$ cat src/common/fecc_pkg.sv
// Shared types and constants for the flash erase command host
package fecc_pkg;

  typedef enum logic [3:0] {
    OP_READ   = 4'h0, OP_RESET  = 4'h1, OP_PROG  = 4'h2, OP_SECT  = 4'h3,
    OP_ADD    = 4'h4, OP_CHIP   = 4'h5, OP_SUSP  = 4'h6, OP_RESUME = 4'h7,
    OP_BYPE   = 4'h8, OP_BYPP   = 4'h9, OP_BYPR  = 4'ha, OP_AUTO  = 4'hb,
    OP_QUERY  = 4'hc, OP_HWR    = 4'hd, OP_BAD_E = 4'he, OP_BAD_F = 4'hf
  } fecc_op_type;

  typedef enum logic [2:0] {
    MD_READ = 3'h0, MD_ACCUM = 3'h1, MD_ERASE = 3'h2, MD_SUSP = 3'h3,
    MD_CHIP = 3'h4, MD_BYP   = 3'h5, MD_AUTO  = 3'h6, MD_SPARE = 3'h7
  } fecc_mode_type;

  typedef enum logic [3:0] {
    ST_IDLE = 4'h0, ST_SETUP = 4'h1, ST_WEL  = 4'h2, ST_HOLD  = 4'h3,
    ST_GAP  = 4'h4, ST_RDOE  = 4'h5, ST_RDWT = 4'h6, ST_WAIT  = 4'h7,
    ST_HWRST = 4'h8
  } fecc_state_type;

  typedef enum logic [1:0] {
    AK_UNL1 = 2'h0, AK_UNL2 = 2'h1, AK_QUERY = 2'h2, AK_USER = 2'h3
  } fecc_ak_type;

  // One write cycle of a command sequence
  typedef struct packed {
    fecc_ak_type ak;
    logic [7:0]  data;
  } fecc_wcyc_type;

  localparam logic [7:0]  D_UNL1 = 8'haa, D_UNL2 = 8'h55, D_SETUP = 8'h80;
  localparam logic [7:0]  D_SECT = 8'h30, D_CHIP = 8'h10, D_PROG = 8'ha0;
  localparam logic [7:0]  D_BYPE = 8'h20, D_AUTO = 8'h90, D_BYPX = 8'h00;
  localparam logic [7:0]  D_RESET = 8'hf0, D_SUSP = 8'hb0, D_RESUME = 8'h30;
  localparam logic [7:0]  D_QUERY = 8'h98;
  localparam logic [20:0] A_UNL1 = 21'h555, A_UNL2 = 21'h2aa, A_QUERY = 21'h55;

  // Word indexes on wb_adr_i[4:2]
  localparam logic [2:0] REG_CMD = 3'h0, REG_ADDR = 3'h1, REG_WDATA = 3'h2;
  localparam logic [2:0] REG_STAT = 3'h3;
  localparam int ST_BUSY_BIT = 0, ST_ERR_BIT = 1, ST_RDY_BIT = 2, ST_WIN_BIT = 3;
  localparam int ST_MODE_LSB = 4, ST_RDATA_LSB = 8;

  localparam logic [20:0] ADDR_RST = 21'h0;
  localparam logic [7:0]  WDATA_RST = 8'h00;

  localparam int CLK_NS = 50;
  localparam int TWP_NS = 35;
  localparam int TWP_CYC = (TWP_NS + CLK_NS - 1) / CLK_NS;
  localparam int TACC_NS = 90;
  localparam int TACC_CYC = (TACC_NS + CLK_NS - 1) / CLK_NS;
  localparam int SYNC_CYC = 3;
  localparam int ACC_WIN_US = 50;
  localparam int ACC_WIN_CYC = ACC_WIN_US * 1000 / CLK_NS;
  localparam int ACC_GUARD_US = 40;
  localparam int ACC_GUARD_CYC = ACC_GUARD_US * 1000 / CLK_NS;
  localparam int SUSP_US = 20;
  localparam int SUSP_CYC = (SUSP_US * 1000 + CLK_NS - 1) / CLK_NS;
  localparam int TRP_NS = 500;
  localparam int TRP_CYC = (TRP_NS + CLK_NS - 1) / CLK_NS;

endpackage

$ cat src/hdl/fecc_host.sv
// Host controller driving a parallel flash through its command sequences
//
// Local design decisions: register access over Wishbone and the placing of the registers.
`timescale 1ns/1ps
module fecc_host
  import fecc_pkg::*;
(
  // Clock, reset, enable
  input  wire logic        ref_clk,
  input  wire logic        rst,
  input  wire logic        clk_en,
  // Wishbone slave
  input  wire logic        wb_cyc_i,
  input  wire logic        wb_stb_i,
  input  wire logic        wb_we_i,
  input  wire logic [4:2]  wb_adr_i,
  input  wire logic [3:0]  wb_sel_i,
  input  wire logic [31:0] wb_dat_i,
  output logic             wb_ack_o,
  output logic      [31:0] wb_dat_o,
  // Flash pins
  output logic      [20:0] flash_addr,
  output logic      [7:0]  dq_out,
  output logic             dq_oe,
  input  wire logic [7:0]  dq_in,
  output logic             ce_n,
  output logic             we_n,
  output logic             oe_n,
  output logic             reset_n,
  input  wire logic        ready_busy_output
);

  logic            ack_q, ack_d, err_q, err_d, auto_susp_q, auto_susp_d;
  logic            busy_seen_q, busy_seen_d, rdy_q, rdy_d;
  logic            dqoe_q, dqoe_d, ce_n_q, ce_n_d, we_n_q, we_n_d;
  logic            oe_n_q, oe_n_d, rst_n_q, rst_n_d;
  logic [31:0]     dat_q, dat_d;
  logic [20:0]     addr_q, addr_d, fa_q, fa_d;
  logic [7:0]      wdata_q, wdata_d, rdata_q, rdata_d, dqo_q, dqo_d;
  logic [7:0]      dq1_q, dq2_q, dq3_q;
  logic [2:0]      ry_s_q, idx_q, idx_d;
  logic [9:0]      tcnt_q, tcnt_d, acc_q, acc_d;
  fecc_state_type  st_q, st_d;
  fecc_op_type     op_q, op_d, new_op;
  fecc_mode_type   mode_q, mode_d;
  fecc_wcyc_type   ent;
  logic            bus_acc, cmd_wr, last;

  function automatic logic [2:0] seq_len(input fecc_op_type op);
    case (op)
      OP_PROG:                 seq_len = 3'd4;
      OP_SECT, OP_CHIP:        seq_len = 3'd6;
      OP_BYPE, OP_AUTO:        seq_len = 3'd3;
      OP_BYPP, OP_BYPR:        seq_len = 3'd2;
      OP_READ, OP_HWR:         seq_len = 3'd0;
      default:                 seq_len = 3'd1;
    endcase
  endfunction

  function automatic fecc_wcyc_type seq_ent(input fecc_op_type op, input logic [2:0] i,
                                            input logic [7:0] wd);
    seq_ent = '{AK_UNL1, D_UNL1};
    case (op)
      OP_RESET:  seq_ent = '{AK_USER, D_RESET};
      OP_ADD:    seq_ent = '{AK_USER, D_SECT};
      OP_SUSP:   seq_ent = '{AK_USER, D_SUSP};
      OP_RESUME: seq_ent = '{AK_USER, D_RESUME};
      OP_QUERY:  seq_ent = '{AK_QUERY, D_QUERY};
      OP_BYPP:   seq_ent = (i == 3'd0) ? '{AK_USER, D_PROG} : '{AK_USER, wd};
      OP_BYPR:   seq_ent = (i == 3'd0) ? '{AK_USER, D_AUTO} : '{AK_USER, D_BYPX};
      default: begin
        if (i == 3'd1 || i == 3'd4) begin
          seq_ent = '{AK_UNL2, D_UNL2};
        end else if (i == 3'd2) begin
          seq_ent.data = (op == OP_PROG) ? D_PROG :
                         (op == OP_BYPE) ? D_BYPE :
                         (op == OP_AUTO) ? D_AUTO : D_SETUP;
        end else if (i == 3'd3 && op == OP_PROG) begin
          seq_ent = '{AK_USER, wd};
        end else if (i == 3'd5) begin
          seq_ent = (op == OP_SECT) ? '{AK_USER, D_SECT} : '{AK_UNL1, D_CHIP};
        end
      end
    endcase
  endfunction

  // Refuse what the flash would ignore or misread in the current mode
  function automatic logic legal(input fecc_op_type op, input fecc_mode_type md,
                                 input logic [9:0] acc);
    case (md)
      MD_BYP:   legal = op inside {OP_BYPP, OP_BYPR, OP_READ, OP_HWR};
      MD_ERASE: legal = op inside {OP_SUSP, OP_READ, OP_HWR};
      MD_CHIP:  legal = op inside {OP_READ, OP_HWR};
      MD_ACCUM: legal = (op inside {OP_SUSP, OP_RESET, OP_READ, OP_HWR}) ||
                        (op == OP_ADD && acc < 10'(ACC_GUARD_CYC));
      MD_SUSP:  legal = op inside {OP_READ, OP_PROG, OP_AUTO, OP_RESUME,
                                   OP_RESET, OP_HWR};
      MD_AUTO:  legal = op inside {OP_READ, OP_RESET, OP_QUERY, OP_HWR};
      MD_READ:  legal = !(op inside {OP_ADD, OP_SUSP, OP_RESUME, OP_BYPP,
                                     OP_BYPR, OP_BAD_E, OP_BAD_F});
      default:  legal = 1'b0;
    endcase
  endfunction

  assign bus_acc = wb_cyc_i && wb_stb_i && ack_q;
  assign cmd_wr  = bus_acc && wb_we_i && wb_adr_i == REG_CMD && wb_sel_i[0];
  assign new_op  = fecc_op_type'(wb_dat_i[3:0]);
  assign ent     = seq_ent(op_q, idx_q, wdata_q);
  assign last    = idx_q == seq_len(op_q) - 3'd1;

  always_comb begin
    ack_d = wb_cyc_i && wb_stb_i && !ack_q;
    dat_d = 32'h0;
    err_d = err_q;
    addr_d = addr_q;
    wdata_d = wdata_q;
    rdata_d = rdata_q;
    st_d = st_q;
    op_d = op_q;
    idx_d = idx_q;
    tcnt_d = tcnt_q;
    mode_d = mode_q;
    acc_d = acc_q;
    auto_susp_d = auto_susp_q;
    busy_seen_d = busy_seen_q;
    rdy_d = (ry_s_q[1] == ry_s_q[2]) ? ry_s_q[2] : rdy_q;
    fa_d = fa_q;
    dqo_d = dqo_q;
    dqoe_d = dqoe_q;
    ce_n_d = ce_n_q;
    we_n_d = we_n_q;
    oe_n_d = oe_n_q;
    rst_n_d = rst_n_q;
    if (ack_d && !wb_we_i) begin
      case (wb_adr_i)
        REG_ADDR:  dat_d = {11'h0, addr_q};
        REG_WDATA: dat_d = {24'h0, wdata_q};
        REG_STAT: begin
          dat_d[ST_BUSY_BIT] = st_q != ST_IDLE;
          dat_d[ST_ERR_BIT] = err_q;
          dat_d[ST_RDY_BIT] = rdy_q;
          dat_d[ST_WIN_BIT] = mode_q == MD_ACCUM;
          dat_d[ST_MODE_LSB +: 3] = mode_q;
          dat_d[ST_RDATA_LSB +: 8] = rdata_q;
        end
        default:   dat_d = 32'h0;
      endcase
    end
    if (bus_acc && wb_we_i) begin
      if (wb_adr_i == REG_ADDR) begin
        if (wb_sel_i[0]) addr_d[7:0] = wb_dat_i[7:0];
        if (wb_sel_i[1]) addr_d[15:8] = wb_dat_i[15:8];
        if (wb_sel_i[2]) addr_d[20:16] = wb_dat_i[20:16];
      end
      if (wb_adr_i == REG_WDATA && wb_sel_i[0]) wdata_d = wb_dat_i[7:0];
      if (wb_adr_i == REG_STAT && wb_sel_i[0] && wb_dat_i[ST_ERR_BIT]) err_d = 1'b0;
    end
    // Background mode tracking
    if (mode_q == MD_ACCUM) begin
      if (acc_q >= 10'(ACC_WIN_CYC)) begin
        mode_d = MD_ERASE;
        busy_seen_d = 1'b0;
      end else begin
        acc_d = acc_q + 10'd1;
      end
    end
    if (mode_q == MD_ERASE || mode_q == MD_CHIP) begin
      if (!rdy_q) busy_seen_d = 1'b1;
      if (busy_seen_q && rdy_q) mode_d = MD_READ;
    end
    case (st_q)
      ST_IDLE: begin
        if (cmd_wr) begin
          if (!legal(new_op, mode_q, acc_q)) begin
            err_d = 1'b1;                                       // Set wins over clear
          end else begin
            op_d = new_op;
            idx_d = 3'd0;
            if (new_op == OP_HWR) begin
              rst_n_d = 1'b0;
              tcnt_d = 10'(TRP_CYC - 1);
              mode_d = MD_READ;
              auto_susp_d = 1'b0;
              st_d = ST_HWRST;
            end else begin
              st_d = (new_op == OP_READ) ? ST_RDOE : ST_SETUP;
            end
          end
        end
      end
      ST_SETUP: begin
        // Fixed command addresses leave the upper bits low
        case (ent.ak)
          AK_UNL1:  fa_d = A_UNL1;
          AK_UNL2:  fa_d = A_UNL2;
          AK_QUERY: fa_d = A_QUERY;
          default:  fa_d = addr_q;
        endcase
        dqo_d = ent.data;
        dqoe_d = 1'b1;
        ce_n_d = 1'b0;
        tcnt_d = 10'(TWP_CYC);
        st_d = ST_WEL;
      end
      ST_WEL: begin
        // Pins were set a cycle earlier and stay put across the pulse
        if (tcnt_q != 10'd0) begin
          we_n_d = 1'b0;
          tcnt_d = tcnt_q - 10'd1;
        end else begin
          we_n_d = 1'b1;
          st_d = ST_HOLD;
        end
      end
      ST_HOLD: begin
        ce_n_d = 1'b1;
        st_d = ST_GAP;
        if (last) begin
          case (op_q)
            OP_SECT, OP_ADD: begin
              mode_d = MD_ACCUM;
              acc_d = 10'd0;
            end
            OP_CHIP: begin
              // A busy flag left over from the last erase would end this at once
              mode_d = MD_CHIP;
              busy_seen_d = 1'b0;
            end
            OP_SUSP: begin
              mode_d = MD_SUSP;
              if (mode_q == MD_ERASE) begin
                tcnt_d = 10'(SUSP_CYC - 1);
                st_d = ST_WAIT;
              end
            end
            OP_RESUME: begin
              mode_d = MD_ERASE;
              busy_seen_d = 1'b0;
            end
            OP_BYPE:   mode_d = MD_BYP;
            OP_BYPR:   mode_d = MD_READ;
            OP_AUTO: begin
              auto_susp_d = mode_q == MD_SUSP;
              mode_d = MD_AUTO;
            end
            OP_QUERY:  mode_d = MD_AUTO;
            OP_RESET: begin
              mode_d = (mode_q == MD_AUTO && auto_susp_q) ? MD_SUSP : MD_READ;
              auto_susp_d = 1'b0;
            end
            default:   mode_d = mode_q;
          endcase
        end
      end
      ST_GAP: begin
        dqoe_d = 1'b0;
        if (!last) begin
          idx_d = idx_q + 3'd1;
          st_d = ST_SETUP;
        end else begin
          st_d = (op_q == OP_AUTO) ? ST_RDOE : ST_IDLE;
        end
      end
      ST_RDOE: begin
        fa_d = addr_q;
        ce_n_d = 1'b0;
        oe_n_d = 1'b0;
        tcnt_d = 10'(TACC_CYC + SYNC_CYC - 1);
        st_d = ST_RDWT;
      end
      ST_RDWT: begin
        if (tcnt_q != 10'd0) begin
          tcnt_d = tcnt_q - 10'd1;
        end else if (dq2_q == dq3_q) begin
          rdata_d = dq3_q;
          ce_n_d = 1'b1;
          oe_n_d = 1'b1;
          st_d = ST_IDLE;
        end
      end
      ST_WAIT: begin
        dqoe_d = 1'b0;
        if (tcnt_q != 10'd0) tcnt_d = tcnt_q - 10'd1;
        else st_d = ST_IDLE;
      end
      ST_HWRST: begin
        if (tcnt_q != 10'd0) tcnt_d = tcnt_q - 10'd1;
        else begin
          rst_n_d = 1'b1;
          st_d = ST_IDLE;
        end
      end
      default: st_d = ST_IDLE;
    endcase
  end

  always_ff @(posedge ref_clk) begin
    if (rst) begin
      ack_q <= 1'b0;
      dat_q <= 32'h0;
      err_q <= 1'b0;
      addr_q <= ADDR_RST;
      wdata_q <= WDATA_RST;
      rdata_q <= 8'h00;
      st_q <= ST_IDLE;
      op_q <= OP_READ;
      idx_q <= 3'd0;
      tcnt_q <= 10'd0;
      mode_q <= MD_READ;
      acc_q <= 10'd0;
      auto_susp_q <= 1'b0;
      busy_seen_q <= 1'b0;
      rdy_q <= 1'b1;
      ry_s_q <= 3'h7;
      dq1_q <= 8'h00;
      dq2_q <= 8'h00;
      dq3_q <= 8'h00;
      fa_q <= 21'h0;
      dqo_q <= 8'h00;
      dqoe_q <= 1'b0;
      ce_n_q <= 1'b1;
      we_n_q <= 1'b1;
      oe_n_q <= 1'b1;
      rst_n_q <= 1'b1;
    end else if (clk_en) begin
      ack_q <= ack_d;
      dat_q <= dat_d;
      err_q <= err_d;
      addr_q <= addr_d;
      wdata_q <= wdata_d;
      rdata_q <= rdata_d;
      st_q <= st_d;
      op_q <= op_d;
      idx_q <= idx_d;
      tcnt_q <= tcnt_d;
      mode_q <= mode_d;
      acc_q <= acc_d;
      auto_susp_q <= auto_susp_d;
      busy_seen_q <= busy_seen_d;
      rdy_q <= rdy_d;
      ry_s_q <= {ry_s_q[1:0], ready_busy_output};
      dq1_q <= dq_in;
      dq2_q <= dq1_q;
      dq3_q <= dq2_q;
      fa_q <= fa_d;
      dqo_q <= dqo_d;
      dqoe_q <= dqoe_d;
      ce_n_q <= ce_n_d;
      we_n_q <= we_n_d;
      oe_n_q <= oe_n_d;
      rst_n_q <= rst_n_d;
    end
  end

  assign wb_ack_o = ack_q;
  assign wb_dat_o = dat_q;
  assign flash_addr = fa_q;
  assign dq_out = dqo_q;
  assign dq_oe = dqoe_q;
  assign ce_n = ce_n_q;
  assign we_n = we_n_q;
  assign oe_n = oe_n_q;
  assign reset_n = rst_n_q;
endmodule // fecc_host

$ cat config.mk
export PLATFORM = sky130hd
export DESIGN_NAME = fecc_host
export DESIGN_NICKNAME = d
export VERILOG_FILES = /design/src/common/fecc_pkg.sv /design/src/hdl/fecc_host.sv
export SDC_FILE = /design/constraint.sdc
export NUM_CORES = 1
export LEC_CHECK = 0
export BUFFER_PORTS_ARGS = -buffer_cell sky130_fd_sc_hd__buf_2
export CAP_MARGIN = 20
export CORE_MARGIN = 8
export CORE_UTILIZATION = 59
export CTS_BUF_LIST = sky130_fd_sc_hd__clkbuf_8
export DETAILED_ROUTE_END_ITERATION = 10
export PLACE_DENSITY = 0.92
export SYNTH_ARGS = -nofsm -noshare
export SYNTH_HDL_FRONTEND = slang
export SYNTH_SLANG_ARGS = --single-unit
$ cat constraint.sdc
create_clock -name ref_clk -period 3.8 [get_ports ref_clk]
set_input_delay 0.57 -clock ref_clk [delete_from_list [all_inputs] [get_ports ref_clk]]
set_output_delay 0.57 -clock ref_clk [all_outputs]
set_load 0.005 [all_outputs]
---- After elaboration in Yosys (flattened, before gate mapping) ----
Memory sizes are Yosys's and may differ from the RTL's. A register that Yosys moved wholly into a read port is not among the register bits.
Index checks and enable logic that the tools add are counted.
storage, ports and cells
  flip-flop bits (word level) ............. 169
  bits in read-only memories .............. 48
  input bits .............................. 54
  output and inout bits ................... 67
  word-level logic and storage cells ...... 264
  memories ................................ 1
cells by class
  $add $sub $neg .......................... 4
  $lt $le $gt $ge ......................... 2
  eq/ne operators ......................... 66
  multiplexer cells ....................... 92
  bitwise gates (word level) .............. 1
  reduce and logical (&&, ||, !) cells .... 70
memory list
  memory            depth  bits a word  read ports  clocked after Yosys merged registers in  write ports  RTL line         source
  (name not given)  16     3            1           1                                        0            fecc_host.sv:50  case (op)
operator list
  operator                                        count
  2-to-1 mux 10 bit                               16
  case mux 21 bit (3 select lines)                1
  case mux 10 bit (6 select lines)                1
  == test 4 bit (second input constant)           13
  case mux 10 bit (5 select lines)                1
  == test 4 x 3 -> 1 bit (second input constant)  11
  2-to-1 mux 3 bit                                14
  case mux 21 bit (2 select lines)                1
  2-to-1 mux 8 bit                                5
  2-to-1 mux 4 bit                                9
  case mux 4 bit (8 select lines)                 1
  AND reduction 4 bit                             7
  inequality test 2 bit (second input constant)   12
  case mux 3 bit (8 select lines)                 1
  2-to-1 mux 1 bit                                22
  2-to-1 mux 21 bit                               1
  case mux 7 bit (3 select lines)                 1
  == test 4 x 2 -> 1 bit (second input constant)  5
  == test 3 x 2 -> 1 bit (second input constant)  6
  case mux 8 bit (2 select lines)                 1
  nonzero test 4 bit                              4
  == test 3 bit (second input constant)           5
  logical AND 1 bit                               14
  AND reduction 7 bit                             2
  41 further kinds                                81

---- Longest topological paths before layout ----
Gate-level depths: netlist of the first run.
  depth in word-level cells ............... 10
  mapped depth ............................ 11
  depth with buffers taken out ............ 10

---- Least setup slack after synthesis of the first run ----
OpenSTA, ideal clock, no wires.
  path type ............................... input port to flip-flop
  start ................................... input wb_dat_i[3]
  end ..................................... register (tool-made name)
  setup time .............................. 0.074 ns
  arrival time ............................ 2.738 ns
  required time ........................... 3.726 ns
  path slack .............................. 0.988 ns
  cell stages on the path ................. 11
  buffers on the path ..................... 1
  path through ............................ buf_2 > and4b_1 > a311oi_1 > a21oi_2 > a2111o_2 > a21oi_1 > a21oi_1 > nor2_1 > ha_1 > or3b_1 > a31oi_1
RTL lines
  element          RTL line         source
  start, declared  fecc_host.sv:18  input wire logic [31:0] wb_dat_i,

==> results of run 1 <==
-- power by group through the flow --
stage          sequential, mW  clock, mW  combinational, mW
6_report                 1.71       1.34              0.188
3_3_place_gp             1.75          0              0.179
5_1_grt                  1.71       1.41              0.201
4_1_cts                  1.71       1.33              0.183
2_1_floorplan            1.74          0              0.136
3_5_place_dp             1.75          0              0.182
-- through the flow --
stage          worst slack [ns]  area (µm²)  utilization [%]  hold WS (ns)  instances
2_1_floorplan            0.9883        8225                -        0.4413       1012
3_3_place_gp             0.6003        8707            63.47        0.4370       1229
3_5_place_dp             0.4888        8707            63.47        0.4441       1229
4_1_cts                  0.8998        9128            66.53        0.3250       1261
5_1_grt                  0.6470        9128            66.53        0.3158       1261
6_report                 0.8641        9128            66.53        0.3230       1261
-- layer usage --
| layer | share of wire [%] | wire length, µm |
|---|---|---|
| met5 | 0 | 0 |
| met4 | 3.2 | 735 |
| met3 | 8.5 | 1988 |
| met2 | 48 | 11080 |
| met1 | 41 | 9444 |
-- cell usage in the layout (no fill, tap or decap), drive strengths merged, types with 11 or more instances in the layout --
| cell | synthesis | routed |
|---|---|---|
| conb | 1 | 11 |
| ha | 12 | 12 |
| nand4 | 12 | 12 |
| nor2 | 142 | 142 |
| mux2i | 47 | 47 |
| a31oi | 13 | 13 |
| clkbuf | 48 | 20 |
| a21oi | 88 | 88 |
| nor3 | 14 | 14 |
| inv | 27 | 35 |
| o21ai | 51 | 51 |
| nor4 | 11 | 11 |
| a22oi | 15 | 15 |
| nand2 | 99 | 99 |
| dfxtp | 161 | 161 |
| buf | 29 | 114 |
| xor2 | 18 | 18 |
| nand3 | 45 | 45 |
| nand2b | 14 | 14 |
-- how the worst min path moves through the flow --
stage | endpoint | cells after the start
floorplan | ry_s_q[0] | 2
global placement | flash_addr[16] | 2
detailed placement | flash_addr[18] | 2
CTS | dq1_q[2] | 3
global route | ry_s_q[0] | 3
finish | ry_s_q[0] | 3
-- logic make-up (layout without fill, tap and decap cells) --
logic type,Yosys count,after routing,synth area share [%]
and+or+nand+nor,388,388,22.46
AOI/OAI and AO/OA,258,258,21.20
DFF,161,161,39.36
buffers and inverters,104,173,5.623
muxes,55,55,6.846
xor gates and xnor gates,23,23,2.628
adders and majority gates,12,12,1.834
other,1,11,0.04580
-- final cells by class --
type / instances / area share, %
Clock buffer: 20 / 3.016
Clock inverter: 12 / 1.590
Inverter: 27 / 1.110
Multi-Input combinational cell: 747 / 49.76
Sequential cell: 161 / 35.31
Tap cell: 180 / 2.467
Timing Repair Buffer: 114 / 6.744
-- worst reg2reg max path: cells and delay by family, from the launching register on --
kind | cells | cell delay [ns]
adder cells (fa/ha/maj) | 1 | 0.22
flip-flops | 1 | 0.49
AND/OR/NAND/NOR | 2 | 0.57
AO/OA/AOI/OAI | 7 | 1.57
-- registers in the layout, indices dropped and copies added, names as in the netlist, 3 cells and up, named ones only --
register    cells
addr_q         21
flash_addr     21
wb_dat_o       21
acc_q          10
tcnt_q         10
dq1_q           8
dq2_q           8
dq3_q           8
dq_out          8
rdata_q         8
wdata_q         8
op_q            4
st_q            4
idx_q           3
mode_q          3
ry_s_q          3
==> out/results.txt, run 1 <==
The flow ran to the end, and the final reports show no timing, DRC or antenna violations. Entering global routing, the biggest net connects 73 pins. TritonCTS built the clock tree. The most used flip-flop cell after synthesis is dfxtp_1. The total clock buffers created by CTS is 17.

Yosys instantiated no cell more often than dfxtp_1. The H-tree was split into 4 levels. The detailed placement HPWL came out at 16.29 mm.

The tools report the leakage power as 3.710 nW. The effective utilization at floorplan was 59.68%; the residual antenna-violating net count after detailed routing was 0. In the synthesized netlist, the cells that appear most often are 161 x dfxtp_1, 140 x nor2_1, 99 x nand2_1. For this block, the routed nets add up to 23.25 mm of wire. The logs give 4.20 ns for the critical path required time and 52.8% for the relative contribution of sequential cells to total power.

The delay contributed by the slowest stage of the critical path was 0.57 ns; the overall power of the completed layout was 3.240 mW. The switching share of power was 25.51%. The routed layout has 7,863 vias.

The number of buffers added to fix hold violations after cts was 0; the area share of the largest cell type after synthesis was 39.36%. The share of total power dissipated in combinational logic is 5.8%. The worst register-to-register path begins at mode_q[1]. The fraction of layout cells with a size suffix above 1 is 16.37%. Headroom to the max-slew limit came out at 47.57%. The tools report the minimum setup slack among reg-to-reg paths as 0.86 ns. The most critical setup path has its startpoint at mode_q[1].

The top-level I/O count was 121; the number of library cell types mapped by synthesis was 90. Summed over all layers, the global routing overflow is 0. The worst setup path is captured at a register. The width of the die was 133.8 µm.

Between clock sinks in the finished design, the worst skew comes to 0.01141 ns. The first global-routing pass estimated 37.07 mm of wire. The run gives 40.99% as the routing usage on met2. For the number of antenna violations at the first check in global routing, the log shows 0.

The tree is rooted in a clkbuf_8. The tools report the max-capacitance violation count as 0. The die covers 17,900 µm². The critical path is of the reg -> reg type. Setup repair after global routing left no endpoint under its margin. The run gives 0 as the number of gates resized after cts.

The logs give 0 for the count of endpoints failing hold in the final timing report and 6 for the detailed-router iteration count before antenna repair. The slew at the pin closest to its max-slew limit was 0.7806 ns; the final critical-path share of the clock period was 77.26%. For the number of slew-limit violations in the final report, the log shows 0. The largest individual stage delay along the critical path comes from the cell a2111o_2. At the end of the flow, the number of nets in the layout was 1,134. Of the total power, the clock network draws 41.4%.

The first routing iteration left 813 violations. The routing usage on met1 came out at 31.29%. The power per cell area is 355.0 nW/µm².

Dividing the detail-routed via count by the number of cells gives 6.236. The count of buffers added on input and output ports is 97. The cell count after synthesis is 1,002. In this run the mean area of a mapped cell was 8.172 µm². For the peak supply drop, the log shows 0.4243 mV. The buffer count from post-CTS setup fixing is 0. The clock transition time at the flip-flop clock pins of the worst setup and hold paths was 0.09 ns; the met3 routing resource usage after global routing was 6.283%. The number of clock sinks seen by CTS is 161, and the cell count of the worst reg-to-reg path is 10. The critical path runs through a total of 10 cells. The cell occurring most often along the worst timing path is a21oi_1. During synthesis, Yosys emitted a total of 0 warnings. In this run, synthesis inferred 0 flip-flops with an integrated enable. Net switching power figure: 826.8 µW.

In the final routed layout, each cell accounts on average for 18.44 µm. The tightest min-delay check is of the in -> reg type. The internal power consumption is 2.414 mW.

The area taken by flip-flops and latches is 3223 µm², and the post-synthesis cell area is 8188 µm². For the number of setup violations in the final report, the log shows 0. The tools report the endpoint arrival time on the critical path as 3.34 ns. The global routing stage identified its most utilized layer as met2.

Together, buffers and inverters on the worst path number 0. The antenna diode count is 0. The largest total area in the synthesized netlist belongs to dfxtp_1.

The total of flip-flops plus latches after synthesis was 161. The number of global-route vias before repair is 7,397. The cell family contributing the most delay on the critical path is compound AO/OA/AOI/OAI gates. Relative to the synthesized area, the layout overhead comes to 11.48%. After synthesis, the cell types taking the most area are dfxtp_1 39%, nor2_1 6.4%, mux2i_1 5.7%. Row generation in the floorplan step produced 43 rows. The clock passes through at most 2 buffers. In this run the worst path has a maximum fanout of 13. After filler insertion, the fill cell instance count of the layout stands at 1,103.

The floorplan die height is 133.8 µm. The area of combinational cells with multiple inputs came out at 4542 µm². In the global route stage, overall resource usage came out at 25.34%.

The aggregate negative setup slack is 0 ns, and the maximum clock frequency is 0.3406 GHz. The critical path launch point type is a register. The total area inside the core boundary comes to 13,720 µm². The tools report the startpoint of the tightest hold check path as ready_busy_output. After synthesis, the share of flip-flops with an asynchronous set or reset is 0%. After synthesis, flip-flops and latches occupy 39.36% of the total area.

The critical path goes through o21ai_0, a2bb2oi_1, o32ai_2, a2111o_2, a21oi_1, a21oi_1, nor2_1, ha_1, or3b_1, a31oi_1. For the worst-skew pair, the clock arrives at the later sink with an insertion delay of 0.47 ns. For this run, design rule violations remaining after detail routing come to 0. The shortest clock period the worst path allows after layout works out to 2.936 ns. Routability-driven placement finished with a final weighted congestion of 0.9720.
(Power assumes the default switching activity.)
==> run 2, diff against run 1 <==
--- a/config.mk
+++ b/config.mk
@@ -8,10 +8,10 @@
 export BUFFER_PORTS_ARGS = -buffer_cell sky130_fd_sc_hd__buf_2
 export CAP_MARGIN = 20
 export CORE_MARGIN = 8
-export CORE_UTILIZATION = 59
+export CORE_UTILIZATION = 54
 export CTS_BUF_LIST = sky130_fd_sc_hd__clkbuf_8
 export DETAILED_ROUTE_END_ITERATION = 10
-export PLACE_DENSITY = 0.92
+export PLACE_DENSITY = 0.89
 export SYNTH_ARGS = -nofsm -noshare
 export SYNTH_HDL_FRONTEND = slang
 export SYNTH_SLANG_ARGS = --single-unit
==> constraint.sdc (replaced) <==
create_clock -name ref_clk -period 2.7 [get_ports ref_clk]
set_input_delay 0.405 -clock ref_clk [delete_from_list [all_inputs] [get_ports ref_clk]]
set_output_delay 0.405 -clock ref_clk [all_outputs]
set_load 0.005 [all_outputs]
==> run 2 against run 1 <==
Sequential share of layout area fell by 1.2 points; maximum frequency grew 14%; first-iteration DRC count increased by 4.7%; critical path type unchanged; highest routed layer unchanged; worst setup slack worse by 0.75 ns; register-to-register slack worse by 0.75 ns; largest cell class unchanged; largest power group unchanged; routed wire length increased by 2.2%; non-clock buffer count up 45; via count is 2.4% higher; cell area is 3.6% higher.
==> out/results.txt, run 2 (synthesis gave the netlist of run 1 again) <==
In this run the power density over the cells is 475.0 nW/µm². The number of setup violations in the final report came out at 0. The number of global-route vias before repair is 7,707. The DRC marker count from the first detailed-route iteration is 851, and the number of non-filler instances in the completed layout is 1,314. Summing over every cut layer, the via total after detailed routing is 8,054. The number of gates resized after cts is 0. Once the clock tree was built, the setup fixing pass inserted 0 buffers. The tools report the pin count of the biggest net entering global routing as 54. Area overhead of the layout relative to synthesis: 15.54%.

The logs give 0 ns for the aggregate negative setup slack and 17.10 mm for the detailed placement HPWL. Measured in cells, the most critical reg-to-reg path has a length of 9. The die is 139.1 µm wide. Data on the critical path is required at its endpoint by 3.04 ns. For this design the static power due to leakage is 3.914 nW. Number of clock sinks seen by CTS: 161.

The sum of overflow across all layers after global routing was 0; the top-level I/O count was 121. Once layout is complete, the utilization of the core stands at 62.93%. For the maximum clock frequency, the log shows 0.3869 GHz. The worst-path maximum fanout works out to 8. The number of port buffers works out to 97.

The leading cell type in the layout, fill and taps excluded is dfxtp_1. Setup repair after global routing left no endpoint under its margin. The effective utilization at floorplan was 54.47%.

After detailed routing, the number of remaining DRC violations is 0. Buffers inserted during clock tree synthesis total 17. Once detail routing completed, the nets flagged for antenna violations numbered 0. In the final design database the tool counted 1,179 nets. After detailed routing, the number of vias per cell comes to 6.129.

Before CTS, the worst setup slack after placement is -0.1450 ns. The logs give 38.54 mm for the first-pass GRT wire length and 0.5351 mV for the peak supply drop. In the layout the commonest cells are 160 x dfxtp_1, 140 x nor2_1, 99 x nand2_1.

For the pin with the worst max-slew slack, the measured transition is 0.6575 ns. The tools report the master cell of the clock root buffer as clkbuf_8. For the final database, setup skew stands at 0.01666 ns. The number of antenna diodes in the final layout is 0.

For the number of antenna violations at the first check in global routing, the log shows 0. The worst min-delay path class is in -> reg. Across all hold checks on the routed design, the worst slack comes to 0.1735 ns.

Counting along the longest clock path gives a buffer depth of 2. Summing internal, switching and leakage power gives 4.493 mW. In this run the vertical extent of the chip is 139.1 µm. The flow ran to the end, and the final reports show no timing, DRC or antenna violations. Once routing completed, OpenROAD measured the worst setup slack at 0.1153 ns.

The run gives 19,360 µm² as the area enclosed by the die boundary. TritonCTS built the clock tree. The final critical-path share of the clock period is 95.73%. The worst pin sits at a relative slew slack of 55.70%.

The routability congestion estimate from global placement came out at 0.9873. In this run the cell area measured after placement is 9055 µm². The run gives 2.93 ns as the endpoint arrival time on the critical path. The clock transition time at the flip-flop clock pins of the worst setup and hold paths is 0.09 ns, and the detailed-router iteration count before antenna repair is 5. The fill cell total of the finished layout is 1,241. STA classifies the critical path endpoint as a register.

The clock reaches the later pin of the worst-skew pair after 0.47 ns. The detailed-route wire length per cell is 18.08 µm. Counting tap cells, the placed design contains a total of 1,282 instances.

After clock tree synthesis, the flow added hold-fix buffers numbering 0. After floorplanning, the core was sized to cover 15,030 µm². The instance count along the most critical hold path is 3. The critical path launch point type was a register. CTS H-tree depth: 4.

Once layout is done, the placed cells without fillers occupy 9460 µm². The floorplan has 45 rows. Wires add up to 23.75 mm.

The clock period could shrink to 2.585 ns. Global routing used 24.15% of the available tracks across all layers. The run gives 0 as the number of slew-limit violations in the final report. The category of the most critical setup path is reg -> reg. The max-capacitance violation count is 0, and the fraction of layout cells with a size suffix above 1 is 19.98%. The count of endpoints failing hold in the final timing report is 0.
[run 2: cell types whose count changed in the layout (fill, tap and decap cells not counted), sizes merged]
| cell | change |
|---|---|
| clkbuf | -3 |
| clkinv | +3 |
| buf | +45 |
| inv | -2 |
| clkinvlp | +2 |
[run 2: worst max-delay path, cell delays in order (launching register included)]
cell and delay [ns]:
dfxtp_1 0.35, inv_1 0.08, ha_1 0.20, nor3b_2 0.24, nand2_1 0.12, or4_1 0.59, nor4_4 0.31, buf_4 0.25
mux2i_1 0.26, nor2_1 0.06
[run 2: metal layers]
layer	track usage [%]	share of wire, %
met2	39.91	47
met3	6.265	9.1
met4	9.301	2.7
met1	29.59	41
met5	0	0
[run 2: final timing paths]
path | endpoint | slack [ns] | startpoint
worst min register to register | flash_addr[16] | 0.45 | flash_addr[16]
worst max register to register | rdata_q[5] | 0.12 | tcnt_q[0]
worst max-delay path | rdata_q[5] | 0.12 | tcnt_q[0]
worst min-delay path | dq1_q[0] | 0.17 | dq_in[0]
[run 2: report_power, final]
part / total [mW] / internal (mW) / switching [mW]
Clock: 1.79 / 0.832 / 0.963
Combinational: 0.295 / 0.107 / 0.188
Sequential: 2.40 / 2.39 / 0.0142
Total: 4.49 / 3.33 / 1.17
[run 2: area by class of cell]
type | instances | area, µm² | share of cell area, %
Clock buffer | 17 | 234.0 | 2.473
Tap cell | 188 | 235.2 | 2.486
Multi-Input combinational cell | 747 | 4554 | 48.14
Inverter | 27 | 101.3 | 1.071
Timing Repair Buffer | 159 | 953.4 | 10.08
Clock inverter | 15 | 157.7 | 1.666
Sequential cell | 161 | 3224 | 34.08
